### config.mk
export PLATFORM = sky130hd
export DESIGN_NAME = ffu_flag_core
export DESIGN_NICKNAME = d
export VERILOG_FILES = /design/src/ffu_pkg.sv /design/src/ffu_flag_core.sv /design/src/ffu_ptr_sync.sv /design/src/ffu_ram.sv
export SDC_FILE = /design/constraint.sdc
export NUM_CORES = 1
export LEC_CHECK = 0
export BUFFER_PORTS_ARGS = -buffer_cell sky130_fd_sc_hd__buf_2
export CORE_MARGIN = 2
export CORE_UTILIZATION = 35
export CTS_CLUSTER_DIAMETER = 50
export DETAILED_ROUTE_END_ITERATION = 10
export PLACE_DENSITY = 0.59
export SYNTH_ARGS = -nofsm -noshare
export SYNTH_HDL_FRONTEND = slang
export SYNTH_HIERARCHICAL = 1
export SYNTH_SLANG_ARGS = --single-unit
### constraint.sdc
create_clock -name CORE_CLK -period 7.6 [get_ports CORE_CLK]
set_input_delay 0.76 -clock CORE_CLK [delete_from_list [all_inputs] [get_ports CORE_CLK]]
set_output_delay 0.76 -clock CORE_CLK [all_outputs]
set_load 0.01 [all_outputs]
### src/ffu_pkg.sv
// Shared constants and types for the flag-timed soft FIFO.
// Assumes one clock; the independent-clock view is modelled by pointer synchronisers.
package ffu_pkg;

  // ==========================================================
  // Geometry
  localparam int DATA_W = 8;       // Word width
  localparam int ADDR_W = 4;       // RAM address width
  localparam int PTR_W = 5;        // Pointer and count width
  localparam int DEPTH = 16;       // RAM words
  localparam int SYNC_STAGES = 2;  // Crossing synchroniser stages

  // ==========================================================
  // Flag thresholds
  localparam logic [PTR_W-1:0] DEPTH_CNT = 5'h10;
  localparam logic [PTR_W-1:0] NEAR_FULL_CNT = 5'h0f;
  localparam logic [PTR_W-1:0] NEAR_EMPTY_CNT = 5'h01;
  localparam logic [PTR_W-1:0] THR_FULL_RST = 5'h0c;
  localparam logic [PTR_W-1:0] THR_EMPTY_RST = 5'h04;

  // ==========================================================
  // Register map (byte addresses)
  localparam logic [7:0] REG_CTRL = 8'h00;
  localparam logic [7:0] REG_THRESH = 8'h04;
  localparam logic [7:0] REG_STATUS = 8'h08;
  localparam logic [7:0] REG_FILL = 8'h0c;

  // ==========================================================
  // Field positions
  localparam int MODE_LSB = 0;
  localparam int THR_FULL_LSB = 0;
  localparam int THR_EMPTY_LSB = 8;
  localparam int STAT_WFLAGS_LSB = 0;
  localparam int STAT_RFLAGS_LSB = 8;
  localparam int FILL_WR_LSB = 0;
  localparam int FILL_RD_LSB = 8;

  // ==========================================================
  // Operating modes, one-hot
  typedef enum logic [2:0] {
    FFU_MODE_STD = 3'h1,   // Common clock, standard read
    FFU_MODE_LOOK = 3'h2,  // Common clock, lookahead_read_mode
    FFU_MODE_INDEP = 3'h4  // Independent clocks, standard read
  } ffu_mode_type;

  // ==========================================================
  // Flag carriers
  typedef struct packed {
    logic full;
    logic near_full;
    logic thr_full;
    logic wr_ack;
    logic overflow;
  } ffu_wflags_type;

  typedef struct packed {
    logic empty;
    logic near_empty;
    logic thr_empty;
    logic valid;
    logic underflow;
  } ffu_rflags_type;

  localparam ffu_wflags_type WFLAGS_RST = 5'h00;
  localparam ffu_rflags_type RFLAGS_RST = 5'h18;  // Empty and near empty set

endpackage

### src/ffu_flag_core.sv
// Soft FIFO with flag update timing per mode, and a Wishbone register port.
// Assumes one clock; user write and read ports are synchronous to it.
//
// The Wishbone register port and the register addresses are this design's own decisions.
`timescale 1ns/1ps

module ffu_flag_core import ffu_pkg::*; (
  // Clock, reset, enable
  input wire logic CORE_CLK,
  input wire logic SYS_RST,
  input wire logic CORE_CE,
  // Wishbone slave
  input wire logic WB_CYC_I,
  input wire logic WB_STB_I,
  input wire logic WB_WE_I,
  input wire logic [7:0] WB_ADR_I,
  input wire logic [3:0] WB_SEL_I,
  input wire logic [31:0] WB_DAT_I,
  output logic [31:0] WB_DAT_O,
  output logic WB_ACK_O,
  // Write side
  input wire logic WR_EN,
  input wire logic [DATA_W-1:0] WR_DATA,
  output ffu_wflags_type WR_FLAGS,
  output logic [PTR_W-1:0] WR_FILL,
  // Read side
  input wire logic RD_EN,
  output logic [DATA_W-1:0] RD_DATA,
  output ffu_rflags_type RD_FLAGS,
  output logic [PTR_W-1:0] RD_FILL
);

  // ==========================================================
  // Declarations
  ffu_mode_type mode_q;                       // Operating mode
  logic [PTR_W-1:0] thr_full_lvl_q;           // Threshold full level
  logic [PTR_W-1:0] thr_empty_lvl_q;          // Threshold empty level
  logic ack_q;                                // Bus acknowledge
  logic [31:0] dat_q;                         // Bus read data
  logic [31:0] rdata;                         // Decoded read value
  logic bus_req;                              // Cycle in progress
  logic bus_wr;                               // Write takes effect
  logic flush_w;                              // Control write empties FIFO
  logic clr;                                  // Reset or flush
  logic look;                                 // Lookahead selected
  logic indep;                                // Independent view selected
  logic [PTR_W-1:0] wr_ptr_q, wr_ptr_d;       // Write pointer
  logic [PTR_W-1:0] rd_ptr_q, rd_ptr_d;       // RAM read pointer
  logic [PTR_W-1:0] rd_sync, wr_sync;         // Crossed pointers
  logic [PTR_W-1:0] rd_view, wr_view;         // Pointers each side sees
  logic [PTR_W-1:0] fcnt_d, fcnt_q;           // Write-side occupancy
  logic [PTR_W-1:0] ecnt_d;                   // Read-side RAM occupancy
  logic [PTR_W-1:0] tot_d, tot_q;             // Read-side total words
  logic wr_ok;                                // Accepted write
  logic rd_std;                               // Accepted standard read
  logic take_out;                             // Lookahead word consumed
  logic out_load;                             // Prefetch moves to output
  logic f1_load;                              // RAM word into prefetch
  logic rd_adv;                               // RAM pointer advances
  logic rd_acc;                               // Any accepted read
  logic f1_v_q, f1_v_d;                       // Prefetch holds a word
  logic o_v_q, o_v_d;                         // Output holds a word
  logic [DATA_W-1:0] f1_data_q;               // Prefetch word
  logic [DATA_W-1:0] ram_q;                   // RAM head word
  ffu_wflags_type wflags_q;                   // Write-side flags
  ffu_rflags_type rflags_q;                   // Read-side flags
  logic [PTR_W-1:0] wr_fill_q, rd_fill_q;     // Fill levels
  logic [DATA_W-1:0] rd_data_q;               // Read data register

  // ==========================================================
  // Wishbone slave
  assign bus_req = WB_CYC_I & WB_STB_I;
  // Writes land at the edge where the master sees ack
  assign bus_wr = CORE_CE & bus_req & WB_WE_I & ack_q;
  assign flush_w = bus_wr & (WB_ADR_I == REG_CTRL) & WB_SEL_I[0];
  assign clr = SYS_RST | flush_w;

  // Acknowledge one cycle after the strobe, drop after one
  always_ff @(posedge CORE_CLK) begin
    if (SYS_RST) begin
      ack_q <= 1'b0;
      dat_q <= '0;
    end else if (CORE_CE) begin
      ack_q <= bus_req & ~ack_q;
      if (bus_req && !ack_q) begin
        dat_q <= rdata;
      end
    end
  end

  // Read decode; unmapped addresses read zero
  always_comb begin
    rdata = '0;
    if (WB_ADR_I == REG_CTRL) begin
      rdata[MODE_LSB +: 3] = mode_q;
    end else if (WB_ADR_I == REG_THRESH) begin
      rdata[THR_FULL_LSB +: PTR_W] = thr_full_lvl_q;
      rdata[THR_EMPTY_LSB +: PTR_W] = thr_empty_lvl_q;
    end else if (WB_ADR_I == REG_STATUS) begin
      rdata[STAT_WFLAGS_LSB +: $bits(ffu_wflags_type)] = wflags_q;
      rdata[STAT_RFLAGS_LSB +: $bits(ffu_rflags_type)] = rflags_q;
    end else if (WB_ADR_I == REG_FILL) begin
      rdata[FILL_WR_LSB +: PTR_W] = wr_fill_q;
      rdata[FILL_RD_LSB +: PTR_W] = rd_fill_q;
    end
  end

  // Configuration; a mode change also flushes so no pointer goes stale
  always_ff @(posedge CORE_CLK) begin
    if (SYS_RST) begin
      mode_q <= FFU_MODE_STD;
      thr_full_lvl_q <= THR_FULL_RST;
      thr_empty_lvl_q <= THR_EMPTY_RST;
    end else if (bus_wr) begin
      if (WB_ADR_I == REG_CTRL && WB_SEL_I[0]) begin
        case (WB_DAT_I[MODE_LSB +: 3])
          FFU_MODE_LOOK: mode_q <= FFU_MODE_LOOK;
          FFU_MODE_INDEP: mode_q <= FFU_MODE_INDEP;
          default: mode_q <= FFU_MODE_STD;  // Bad codes fall back
        endcase
      end else if (WB_ADR_I == REG_THRESH) begin
        if (WB_SEL_I[0]) begin
          thr_full_lvl_q <= WB_DAT_I[THR_FULL_LSB +: PTR_W];
        end
        if (WB_SEL_I[1]) begin
          thr_empty_lvl_q <= WB_DAT_I[THR_EMPTY_LSB +: PTR_W];
        end
      end
    end
  end

  // ==========================================================
  // Handshakes and pointer motion
  assign look = (mode_q == FFU_MODE_LOOK);
  assign indep = (mode_q == FFU_MODE_INDEP);
  assign wr_ok = CORE_CE & WR_EN & ~wflags_q.full;
  assign rd_std = CORE_CE & ~look & RD_EN & ~rflags_q.empty;
  // In lookahead the shown word is consumed; empty mirrors output
  assign take_out = CORE_CE & look & RD_EN & o_v_q;
  assign out_load = CORE_CE & look & f1_v_q & (~o_v_q | take_out);
  assign f1_load = CORE_CE & look & (wr_ptr_q != rd_ptr_q) & (~f1_v_q | out_load);
  assign rd_adv = look ? f1_load : rd_std;
  assign rd_acc = look ? take_out : rd_std;
  assign f1_v_d = f1_load | (f1_v_q & ~out_load);
  assign o_v_d = out_load | (o_v_q & ~take_out);
  assign wr_ptr_d = wr_ptr_q + PTR_W'(wr_ok);
  assign rd_ptr_d = rd_ptr_q + PTR_W'(rd_adv);

  // Pointers crossing to the far side
  ffu_ptr_sync u_rd_to_wr (
    .clk(CORE_CLK),
    .clr(clr),
    .ce(CORE_CE),
    .ptr_bin(rd_ptr_d),
    .ptr_sync(rd_sync)
  );

  ffu_ptr_sync u_wr_to_rd (
    .clk(CORE_CLK),
    .clr(clr),
    .ce(CORE_CE),
    .ptr_bin(wr_ptr_d),
    .ptr_sync(wr_sync)
  );

  // Common modes see the other pointer at once, independent via the chain
  assign rd_view = indep ? rd_sync : rd_ptr_d;
  assign wr_view = indep ? wr_sync : wr_ptr_d;
  assign fcnt_d = wr_ptr_d - rd_view;
  assign ecnt_d = wr_view - rd_ptr_d;
  assign tot_d = look ? ecnt_d + PTR_W'(f1_v_d) + PTR_W'(o_v_d) : ecnt_d;

  // Storage
  ffu_ram u_ram (
    .clk(CORE_CLK),
    .ce(CORE_CE),
    .we(wr_ok),
    .waddr(wr_ptr_q[ADDR_W-1:0]),
    .wdata(WR_DATA),
    .raddr(rd_ptr_q[ADDR_W-1:0]),
    .rdata(ram_q)
  );

  // Pointers and counts
  always_ff @(posedge CORE_CLK) begin
    if (clr) begin
      wr_ptr_q <= '0;
      rd_ptr_q <= '0;
      fcnt_q <= '0;
      tot_q <= '0;
    end else if (CORE_CE) begin
      wr_ptr_q <= wr_ptr_d;
      rd_ptr_q <= rd_ptr_d;
      fcnt_q <= fcnt_d;
      tot_q <= tot_d;
    end
  end

  // ==========================================================
  // Read data path; lookahead keeps a two-stage prefetch
  always_ff @(posedge CORE_CLK) begin
    if (clr) begin
      f1_v_q <= 1'b0;
      o_v_q <= 1'b0;
      f1_data_q <= '0;
      rd_data_q <= '0;
    end else if (CORE_CE) begin
      f1_v_q <= f1_v_d;
      o_v_q <= o_v_d;
      if (f1_load) begin
        f1_data_q <= ram_q;
      end
      if (out_load) begin
        rd_data_q <= f1_data_q;
      end else if (rd_std) begin
        rd_data_q <= ram_q;
      end
    end
  end

  // ==========================================================
  // Write-side flags: all but threshold full registered at the operation edge itself
  always_ff @(posedge CORE_CLK) begin
    if (clr) begin
      wflags_q <= WFLAGS_RST;
      wr_fill_q <= '0;
    end else if (CORE_CE) begin
      wflags_q.full <= (fcnt_d == DEPTH_CNT);
      wflags_q.near_full <= (fcnt_d >= NEAR_FULL_CNT);
      // One edge behind, from the stored count
      wflags_q.thr_full <= (fcnt_q >= thr_full_lvl_q);
      wflags_q.wr_ack <= wr_ok;
      wflags_q.overflow <= CORE_CE & WR_EN & wflags_q.full;
      // Independent fill trails the pointer by one edge
      if (indep) begin
        wr_fill_q <= wr_ptr_q - rd_sync;
      end else begin
        wr_fill_q <= tot_d;
      end
    end
  end

  // ==========================================================
  // Read-side flags
  always_ff @(posedge CORE_CLK) begin
    if (clr) begin
      rflags_q <= RFLAGS_RST;
      rd_fill_q <= '0;
    end else if (CORE_CE) begin
      // Lookahead empty follows the output stage, two edges after a write
      if (look) begin
        rflags_q.empty <= ~o_v_d;
      end else begin
        rflags_q.empty <= (ecnt_d == '0);
      end
      // Lookahead writes reach near empty one edge late
      if (look && !take_out) begin
        rflags_q.near_empty <= (tot_q <= NEAR_EMPTY_CNT);
      end else begin
        rflags_q.near_empty <= (tot_d <= NEAR_EMPTY_CNT);
      end
      rflags_q.thr_empty <= (tot_q <= thr_empty_lvl_q);
      rflags_q.valid <= rd_acc;
      rflags_q.underflow <= CORE_CE & RD_EN & rflags_q.empty;
      if (indep) begin
        rd_fill_q <= wr_sync - rd_ptr_q;
      end else begin
        rd_fill_q <= tot_d;
      end
    end
  end

  // ==========================================================
  // Outputs, all straight from registers
  assign WB_ACK_O = ack_q;
  assign WB_DAT_O = dat_q;
  assign WR_FLAGS = wflags_q;
  assign WR_FILL = wr_fill_q;
  assign RD_FLAGS = rflags_q;
  assign RD_FILL = rd_fill_q;
  assign RD_DATA = rd_data_q;
endmodule

### src/ffu_ptr_sync.sv
// Gray-coded pointer crossing with a chain of synchroniser stages.
// Assumes the source pointer moves by at most one per clock.
`timescale 1ns/1ps
module ffu_ptr_sync import ffu_pkg::*; (
  // Clock and control
  input wire logic clk,
  input wire logic clr,
  input wire logic ce,
  // Pointers
  input wire logic [PTR_W-1:0] ptr_bin,
  output logic [PTR_W-1:0] ptr_sync
);

  // ==========================================================
  // Source gray register and stage chain
  logic [PTR_W-1:0] gray_q;                   // Source-side gray copy
  logic [PTR_W-1:0] stage_q [SYNC_STAGES];    // Synchroniser chain
  logic [PTR_W-1:0] bin_w;                    // Decoded last stage

  // Gray encode so each sample is the old or the new pointer
  always_ff @(posedge clk) begin
    if (clr) begin
      gray_q <= '0;
    end else if (ce) begin
      gray_q <= ptr_bin ^ (ptr_bin >> 1);
    end
  end

  // Each stage is read only by the next, the last only by the gray decode
  for (genvar g = 0; g < SYNC_STAGES; g++) begin : g_stage
    always_ff @(posedge clk) begin
      if (clr) begin
        stage_q[g] <= '0;
      end else if (ce) begin
        if (g == 0) begin
          stage_q[g] <= gray_q;
        end else begin
          stage_q[g] <= stage_q[(g == 0) ? 0 : g-1];
        end
      end
    end
  end

  // Gray to binary on the settled stage
  always_comb begin
    bin_w[PTR_W-1] = stage_q[SYNC_STAGES-1][PTR_W-1];
    for (int i = PTR_W-2; i >= 0; i--) begin
      bin_w[i] = bin_w[i+1] ^ stage_q[SYNC_STAGES-1][i];
    end
  end

  // Registered binary view
  always_ff @(posedge clk) begin
    if (clr) begin
      ptr_sync <= '0;
    end else if (ce) begin
      ptr_sync <= bin_w;
    end
  end

endmodule

### src/ffu_ram.sv
// Distributed-style storage: registered write, combinational read.
// Assumes the caller never writes a full array.
`timescale 1ns/1ps
module ffu_ram import ffu_pkg::*; (
  // Clock
  input wire logic clk,
  input wire logic ce,
  // Write port
  input wire logic we,
  input wire logic [ADDR_W-1:0] waddr,
  input wire logic [DATA_W-1:0] wdata,
  // Read port
  input wire logic [ADDR_W-1:0] raddr,
  output logic [DATA_W-1:0] rdata
);

  // ==========================================================
  // Storage
  logic [DATA_W-1:0] mem [DEPTH];  // Data only, no reset needed

  // Write on the clock
  always_ff @(posedge clk) begin
    if (ce && we) begin
      mem[waddr] <= wdata;
    end
  end

  // Read needs no clock so lookahead can prefetch
  assign rdata = mem[raddr];

endmodule

==> results_dict.tcl, run 1 <==
set metrics [dict create \
    htree_levels 1 \
    regToRegEndpoint "WR_FILL[3]" \
    grt_max_degree 74 \
    cts_num_sinks 250 \
    critPathTopFamily "simple AND/OR/NAND/NOR gates" \
    drive_gt1_share_pct 16.15 \
    synthArstFlopShare_pct 0 \
    cts_setup_buffers 0 \
    r2r_setup_slack_ps 1900 \
    slew_viol_final 0 \
    rsz0062_at_grt "no" \
    synth_compound_area_share_pct 8.698 \
    synthCells 955 \
    max_freq_ghz 0.1756 \
    startpoint_type "register" \
    outcome "finished clean" \
    ios 121 \
    grt_pass1_wl_mm 40.92 \
    critPathBufInv 1 \
    viasPerCell 5.033 \
    dieArea_mm2 0.03476 \
    post_cts_resize_count 0 \
    synth_area_per_cell_um2 12.20 \
    grt_pass1_vias 7219 \
    cts_buffers 28 \
    antenna_found_initial 0 \
    cts_tree "built" \
    hold_path.class "in -> reg" \
    clkTransAtPathRegs_ps 60 \
    p_seq_share_pct 49.2 \
    finalHoldViolations 0 \
    overflow 0 \
    critPathRequiredTime_ps 7970 \
    cp.depth 17 \
    worstSetupEndpoint "WR_FILL[3]" \
    crit_start "mode_q[1]" \
    max_cap_violations 0 \
    io_buffers 74 \
    yosys.cell_types.count 68 \
    cp.arrival_ps 6070 \
    swShare_pct 22.43 \
    fin_crit_ps 5695 \
    layout_common_cells "edfxtp_1 (148), nor2_1 (103), dfxtp_1 (101)" \
    internal_power_w 0.002338 \
    skew_ps 11.11 \
    p_clk_share_pct 44.2 \
    tightest_slew_ps 1175 \
    power_w 0.003014 \
    netSwitchingPower_w 0.0006762 \
    fin_nets 1113 \
    firstDrtPassIters 4 \
    n_fill_cell 3061 \
    pwr-share-comb_pct 6.7 \
    final_common_cell "edfxtp_1" \
    antenna_left 0 \
    num_rows 66 \
    wl_mm 25.87 \
    dp_slack_ps 1544 \
    num_antenna_cells 0 \
    cts_buffer_depth 3 \
    power_density_mw_per_mm2 227.7 \
    end_kind "register" \
    ys_seq_elements 250 \
    synth_area_mm2 0.01165 \
    setup_viol 0 \
    critPathKind "reg -> reg" \
    crit_slowest_cell "nand3_1" \
    yosysWarnings 6 \
    finalWeightedCongestion 0.8041 \
    synth_top_family_by_area "simple AND/OR/NAND/NOR gates" \
    period_share_pct 74.94 \
    synthAdderAreaFrac_pct 4.081 \
    wl_per_cell_um 17.46 \
    syn2layout_area_growth_pct 13.58 \
    finalWorstSetupSlack_ps 1905 \
    p_leak_nw 4.947 \
    reg2reg_from "mode_q[1]" \
    start_util_pct 35.72 \
    clkLatencyLatePin_ps 530 \
    synth.area.mux_share_pct 10.95 \
    post-route-util_pct 40.57 \
    die_y_um 186.5 \
    die_width_um 186.5 \
    cp_slowest_stage_delay_ps 670 \
    tns_ps 0 \
    synth-simple-area-share_pct 11.61 \
    num_vias 7459 \
    ys_seq_area_share_pct 55.67 \
    cts_hold_buf 0 \
    fp.coreArea_mm2 0.03262 \
    cts_root_buffer "clkbuf_16" \
    grtUsageTotal_pct 14.71 \
    rr_worst_depth 17 \
    drt_iter0_markers 546 \
    synth_ff_type "edfxtp_1" \
    path_cells "or3b_1, nor2_1, nand3_1, nand2_1, nand2_1, nand2_1, ha_1, ha_1, inv_1, ha_1, nor2b_1, or2_2, and4_1, a311o_1, or3_1, nand3_1, a31oi_1" \
    drc_errors 0 \
    synth-edff-count 148 \
    slew-limit-headroom_pct 21.48 \
    synthXorXnorAreaFrac_pct 4.102 \
    ir_worst_vdd_mv 0.1650 \
    dp_hpwl_mm 17.37 \
    crit_fanout 18 \
]
==> power groups by stage <==
stage | sequential (W) | clock (W) | combinational [W]
3_3_place_gp | 0.00151 | 0 | 0.000199
2_1_floorplan | 0.00151 | 0 | 0.000146
4_1_cts | 0.00148 | 0.00136 | 0.000203
3_5_place_dp | 0.00151 | 0 | 0.000202
5_1_grt | 0.00149 | 0.00142 | 0.000226
6_report | 0.00148 | 0.00133 | 0.000201
==> worst min path at each step <==
stage,start,to,cells past startpoint
final,WB_DAT_I[10],thr_empty_lvl_q[2],3
after global routing,WB_DAT_I[8],thr_empty_lvl_q[0],3
after CTS,WB_DAT_I[4],thr_full_lvl_q[4],3
after detailed placement,fcnt_q[1],fcnt_q[1],2
after global placement,WB_DAT_O[9],WB_DAT_O[9],2
after floorplan,fcnt_q[1],fcnt_q[1],2
==> stage by stage <==
| step | cell area [µm²] | std cells | hold slack (ps) |
|---|---|---|---|
| after global placement | 12310 | 1430 | 462.9 |
| final | 13230 | 1482 | 459.6 |
| after detailed placement | 12310 | 1430 | 472.5 |
| after CTS | 13230 | 1482 | 438.0 |
| after global routing | 13230 | 1482 | 463.1 |
| after floorplan | 11730 | 976 | 449.1 |
==> tightest hold or removal path, stage by stage <==
cell and delay [ps]:
buf_2 80, nand2_1 40, o211ai_1 70
==> sequential cells by signal, indices dropped and copies added, names as in the netlist, 8 cells and up <==
signal and cells:
u_rd_to_wr/stage_q 10, u_wr_to_rd/stage_q 10, RD_DATA 8, WB_DAT_O 10, f1_data_q 8, u_ram/mem 128
==> per-layer routing <==
metal	vias up	track usage [%]	share of wire, %
met5	-	0	0
li1	3600	-	-
met4	0	3.602	1.9
met1	3639	19.98	46
met3	35	2.257	5.0
met2	185	24.77	47
==> cell families after synthesis <==
kind of cell,count (synthesis)
and+or+nand+nor,276
AOI/OAI and AO/OA,154
muxes,78
buffers and inverters,109
other,1
adders and majority gates,35
DFF,250
xor gates and xnor gates,52
==> layout make-up <==
type	count	area, µm²	share of cell area [%]
tap	442	553.0	4.179
clock inverter	11	92.59	0.6996
timing repair buffer	82	432.9	3.271
clock buffer	41	833.3	6.297
inverter	39	146.4	1.106
multi-input combinational	617	4688	35.43
sequential	250	6487	49.02
==> cells in the mapped netlist, types with 6 or more instances <==
cell	count	area share, %
buf_4	27	1.7
o311ai_0	7	0.53
mux4_1	14	3.2
dfxtp_1	102	18
inv_1	38	1.2
and2_1	24	1.3
nand2_1	58	1.9
o22ai_1	6	0.32
or3_1	6	0.32
a22oi_1	21	1.4
ha_1	30	3.2
nand3_1	16	0.69
nor2_1	103	3.3
xor2_1	10	0.75
nand4_1	6	0.32
o21ai_0	18	0.77
edfxtp_1	148	38
clkbuf_1	30	0.97
nor2b_1	8	0.43
a211oi_1	26	1.7
nand2b_1	15	0.81
xnor2_1	39	2.9
a21oi_1	47	2.0
a21o_1	6	0.39
mux4_2	20	3.9
mux2i_1	42	3.6
nor3_1	8	0.34
(Power assumes the default switching activity.)
==> run 2: changes to the inputs <==
- PLACE_DENSITY: 0.59 -> 0.61
- clock period: 7.6 -> 4.9 ns (I/O delays scaled with it)
==> run 2 against run 1 <==
Effect of this change:
- power is 56% higher
- register-to-register slack worse by 1400 ps
- critical path type unchanged
- utilization is 0.31 points higher
- flip-flop and latch count stayed put
- critical endpoint is now WR_FLAGS[4]
- non-clock buffer count is 14 higher
- die area stayed put
- combinational power is 57% higher
- sequential share of layout area is 0.37 points lower
- sequential power is 55% higher
- cell count is 0.81% higher
==> results_dict.tcl, run 2 (synthesis results as in run 1) <==
set metrics [dict create \
    regToRegEndpoint "WR_FLAGS[4]" \
    io_buffers 74 \
    wl_mm 25.27 \
    grt_pass1_wl_mm 40.83 \
    start_util_pct 35.72 \
    netSwitchingPower_w 0.001050 \
    outcome "finished clean" \
    startpoint_type "register" \
    reg2reg_from "mode_q[1]" \
    grtUsageTotal_pct 14.56 \
    slew_viol_final 0 \
    ios 121 \
    fp.coreArea_mm2 0.03262 \
    cp.arrival_ps 4880 \
    period_share_pct 89.84 \
    holdPathEnd "thr_empty_lvl_q[4]" \
    critPathRequiredTime_ps 5370 \
    rr_worst_depth 19 \
    grt_pass1_vias 7266 \
    power_density_mw_per_mm2 352.9 \
    num_antenna_cells 0 \
    layout.cells.non_filler 1494 \
    antenna_found_initial 2 \
    viasPerCell 4.995 \
    dp_cells 1444 \
    drt_iter0_markers 540 \
    skew_ps 10.45 \
    internal_power_w 0.003657 \
    hold_start "WB_DAT_I[12]" \
    drive_gt1_share_pct 16.92 \
    clkTransAtPathRegs_ps 60 \
    final_common_cell "edfxtp_1" \
    max_freq_ghz 0.2272 \
    finalHoldViolations 0 \
    cts_buffer_depth 3 \
    p_clk_share_pct 44.5 \
    dp_hpwl_mm 17.27 \
    setup_viol 0 \
    wl_per_cell_um 16.91 \
    syn2layout_area_growth_pct 14.45 \
    finalWeightedCongestion 0.8324 \
    p_leak_nw 5.007 \
    hold_path.class "in -> reg" \
    largest_reg_flops 128 \
    cts_root_buffer "clkbuf_16" \
    die_width_um 186.5 \
    num_vias 7462 \
    cts_buffers 27 \
    end_kind "register" \
    crit_fanout 7 \
    grt_max_degree 87 \
    swShare_pct 22.31 \
    critPathKind "reg -> reg" \
    fin_crit_ps 4402 \
    cts_num_sinks 250 \
    clkLatencyLatePin_ps 540 \
    layout_common_cells "edfxtp_1 (148), nor2_1 (102), dfxtp_1 (101)" \
    htree_levels 1 \
    tightest_slew_ps 985.2 \
    min_path_cells 3 \
    cts_tree "built" \
    r2r_setup_slack_ps 500 \
    overflow 0 \
    max_cap_violations 0 \
    drc_errors 0 \
    fin_nets 1126 \
    pwr-share-comb_pct 6.7 \
    cts_hold_buf 0 \
    firstDrtPassIters 5 \
    antenna_left 0 \
    cts_setup_buffers 0 \
    rsz0062_at_grt "no" \
    num_rows 66 \
    dieArea_mm2 0.03476 \
    tns_ps 0 \
    slew-limit-headroom_pct 34.07 \
    p_seq_share_pct 48.8 \
    die_y_um 186.5 \
    crit_start "mode_q[1]" \
    ir_worst_vdd_mv 0.2347 \
    regMostFlops "u_ram/mem" \
]
run 2: repair_timing:
item | 4_1_cts | 5_1_grt
hold endpoints to repair | 0 | 0
gates resized for setup | 0 | 1
endpoints found under the setup margin | 0 | 1
run 2: cell type report:
cell class,count,area (µm²)
fill,3061,19280
sequential,250,6487
multi-input combinational,617,4681
clock buffer,38,767.0
tap,442,553.0
timing repair buffer,96,538.0
clock inverter,12,162.7
inverter,39,146.4
run 2: routing by layer:
metal  vias up  global-route usage [%]  share of wire (%)
li1       3613                       -                  -
met1      3595                   20.26                 47
met2       224                   23.69                 46
met3        30                   2.671                6.2
met4         0                   3.327                1.5
met5         -                       0                  0
run 2: critical path, stage by stage, from the launching register on:
cell     delay (ps)
dfxtp_1         410
or3b_1          520
nor2_2          280
nand3_1         140
nand2_1          80
nand2_1          70
nand2_1          90
ha_1            210
ha_1            320
inv_1           170
nor2_1          160
a21oi_1          90
fa_1            440
a21o_1          190
a21oi_1         160
xor2_1          190
xnor2_1         160
nand2_1         130
or3_1           410
a21oi_1         110
run 2: power groups by stage:
stage	clock [W]	combinational, W	sequential (W)
2_1_floorplan	0	0.000227	0.00234
3_3_place_gp	0	0.000311	0.00234
5_1_grt	0.00222	0.000353	0.00230
4_1_cts	0.00214	0.000318	0.00230
3_5_place_dp	0	0.000315	0.00234
6_report	0.00209	0.000316	0.00230
run 2: worst max-delay path by stage:
stage                             end  slack [ps]
after global routing      WR_FLAGS[4]         100
after CTS                  RD_FILL[3]         360
final                     WR_FLAGS[4]         500
after detailed placement   RD_FILL[3]         370
after floorplan            RD_FILL[3]         600
after global placement     RD_FILL[3]         420
run 2: metrics by stage:
stage	setup slack [ps]	cell area, µm²	util [%]	hold WS, ps	total power (W)
after global routing	101.1	13340	40.88	195.8	0.004879
after global placement	418.3	12400	38.02	461.3	0.002653
after detailed placement	368.6	12400	38.02	466.8	0.002658
after CTS	359.6	13330	40.87	174.2	0.004756
final	497.9	13340	40.88	192.6	0.004707
after floorplan	604.2	11730	-	449.1	0.002564
==> run 3: changes to the inputs <==
- CORE_UTILIZATION: 35 -> 25
- PLACE_DENSITY: 0.61 -> 0.49
==> run 3 against run 2 <==
Effect of this change:
- fmax increased by 0.19%
- design area is 2.2% higher
- register-to-register slack barely moved
- first-iteration DRC count fell by 11%
- critical path type unchanged
- largest power group unchanged
- sequential share of layout area decreased by 1.0 points
- clock skew grew 18 ps
- power rose by 2.4%
- clock power grew 5%
==> results_dict.tcl, run 3 (synthesis results as in run 1) <==
set metrics [dict create \
    cp_slowest_stage_delay_ps 510 \
    crit_fanout 7 \
    cp.depth 19 \
    cts_tree "built" \
    critPathTopFamily "simple AND/OR/NAND/NOR gates" \
    clkLatencyLatePin_ps 580 \
    end_kind "register" \
    critPathRequiredTime_ps 5400 \
    cts_hold_buf 0 \
    dieArea_mm2 0.04835 \
    cts_setup_buffers 0 \
    power_density_mw_per_mm2 353.7 \
    fin_crit_ps 4394 \
    overflow 0 \
    syn2layout_area_growth_pct 16.93 \
    num_rows 79 \
    period_share_pct 89.67 \
    drt_iter0_markers 479 \
    clkTransAtPathRegs_ps 60 \
    finalWorstSetupSlack_ps 506.2 \
    antenna_left 0 \
    p_clk_share_pct 45.6 \
    layout_common_cells "edfxtp_1 (148), nor2_1 (103), dfxtp_1 (100)" \
    finalWeightedCongestion 0.8059 \
    setup_viol 0 \
    critPathBufInv 1 \
    tightest_slew_ps 910.8 \
    p_leak_nw 5.043 \
    max_cap_violations 0 \
    drc_errors 0 \
    grt_pass1_wl_mm 43.87 \
    fp.coreArea_mm2 0.04626 \
    htree_levels 1 \
    skew_ps 28.57 \
    p_seq_share_pct 47.7 \
    dp_slack_ps 524.0 \
    critPathKind "reg -> reg" \
    slew_viol_final 0 \
    dp_hpwl_mm 19.52 \
    multiInputGateArea_mm2 0.004678 \
    r2r_setup_slack_ps 510 \
    rsz0062_at_grt "no" \
    wl_per_cell_um 17.11 \
    ir_worst_vdd_mv 0.3573 \
    path_cells "or3b_1, nor2_1, nand3_1, nand2_1, nand2_1, nand2_1, ha_1, ha_1, inv_1, nor2_1, a21oi_1, fa_1, a21o_1, a21oi_1, xor2_1, xnor2_1, nand2_1, or3_1, a21oi_1" \
    cp.arrival_ps 4900 \
    start_util_pct 25.19 \
    wl_mm 28.49 \
    antenna_found_initial 0 \
    internal_power_w 0.003673 \
    cts_root_buffer "clkbuf_16" \
    netSwitchingPower_w 0.001146 \
    tns_ps 0 \
    final_common_cell "edfxtp_1" \
    finalHoldViolations 0 \
    firstDrtPassIters 5 \
    grt_pass1_vias 7371 \
    min_path_cells 3 \
    reg2reg_from "mode_q[1]" \
    slew-limit-headroom_pct 38.77 \
    power_w 0.004819 \
    fin_nets 1129 \
    pwr-share-comb_pct 6.8 \
    n_fill_cell 4721 \
    startpoint_type "register" \
    regMostFlops "u_ram/mem" \
    viasPerCell 4.532 \
    rr_worst_depth 19 \
    swShare_pct 23.78 \
    cts_num_sinks 250 \
    largest_reg_flops 128 \
    max_freq_ghz 0.2276 \
    die_width_um 219.9 \
    num_antenna_cells 0 \
    grtUsageTotal_pct 11.82 \
    io_buffers 74 \
    num_vias 7546 \
    crit_start "mode_q[1]" \
    hold_start "WB_DAT_I[4]" \
    crit_top_cell "nand2_1" \
    hold_path.class "in -> reg" \
    post_cts_resize_count 0 \
    crit_slowest_cell "or3b_1" \
    cts_buffer_depth 3 \
    drive_gt1_share_pct 17.20 \
    cts_buffers 30 \
    ff_latch_area_mm2 0.006489 \
    grt_max_degree 59 \
    outcome "finished clean" \
    ios 121 \
    die_y_um 219.9 \
]
## run 3: cell count changes in the layout (fill, tap and decap cells not counted), sizes merged
cell	change
inv	-2
clkinvlp	+1
bufinv	-1
clkinv	+11
clkbuf	-3
## run 3: metrics by stage
step                hold slack, ps  area [µm²]  util (%)  std cells
floorplan                    449.1       11730         -        976
global placement             461.3       12620     27.29       1609
detailed placement           468.3       12620     27.29       1609
CTS                          137.0       13620     29.45       1665
global route                 137.1       13620     29.45       1665
finish                       155.8       13620     29.45       1665
## run 3: worst register-to-register path, stage by stage (launching register included)
cell and delay [ps]:
dfxtp_1 400, or3b_1 510, nor2_1 420, nand3_1 170
nand2_1 100, nand2_1 70, nand2_1 70, ha_1 220
ha_1 250, inv_1 130, nor2_1 110, a21oi_1 80
fa_1 460, a21o_1 190, a21oi_1 160, xor2_1 190
xnor2_1 160, nand2_1 120, or3_1 410, a21oi_1 110
## run 3: layout make-up
| class | count | area share (%) |
|---|---|---|
| clock buffer | 35 | 5.795 |
| clock inverter | 21 | 1.552 |
| inverter | 39 | 1.074 |
| multi-input combinational | 617 | 34.34 |
| sequential | 250 | 47.63 |
| tap | 607 | 5.574 |
| timing repair buffer | 96 | 4.041 |
## run 3: worst paths after layout
path	endpoint
setup / recovery	WR_FLAGS[4]
hold reg to reg	fcnt_q[1]
setup reg to reg	WR_FLAGS[4]
hold / removal	thr_full_lvl_q[4]
## run 3: power by group through the flow
stage / clock, W / combinational [W] / sequential [W]
floorplan: 0 / 0.000227 / 0.00234
global placement: 0 / 0.000325 / 0.00234
detailed placement: 0 / 0.000329 / 0.00234
CTS: 0.00226 / 0.000331 / 0.00230
global route: 0.00234 / 0.000367 / 0.00230
finish: 0.00220 / 0.000326 / 0.00230
## run 3: routing by layer
layer  vias to the layer above  routed length (µm)  track usage (%)
met2                       180               13270            19.78
met5                         -                   0                0
met4                         0                 736            3.535
li1                       3628                   -                -
met3                        46                1416            2.195
met1                      3692               13070            15.49
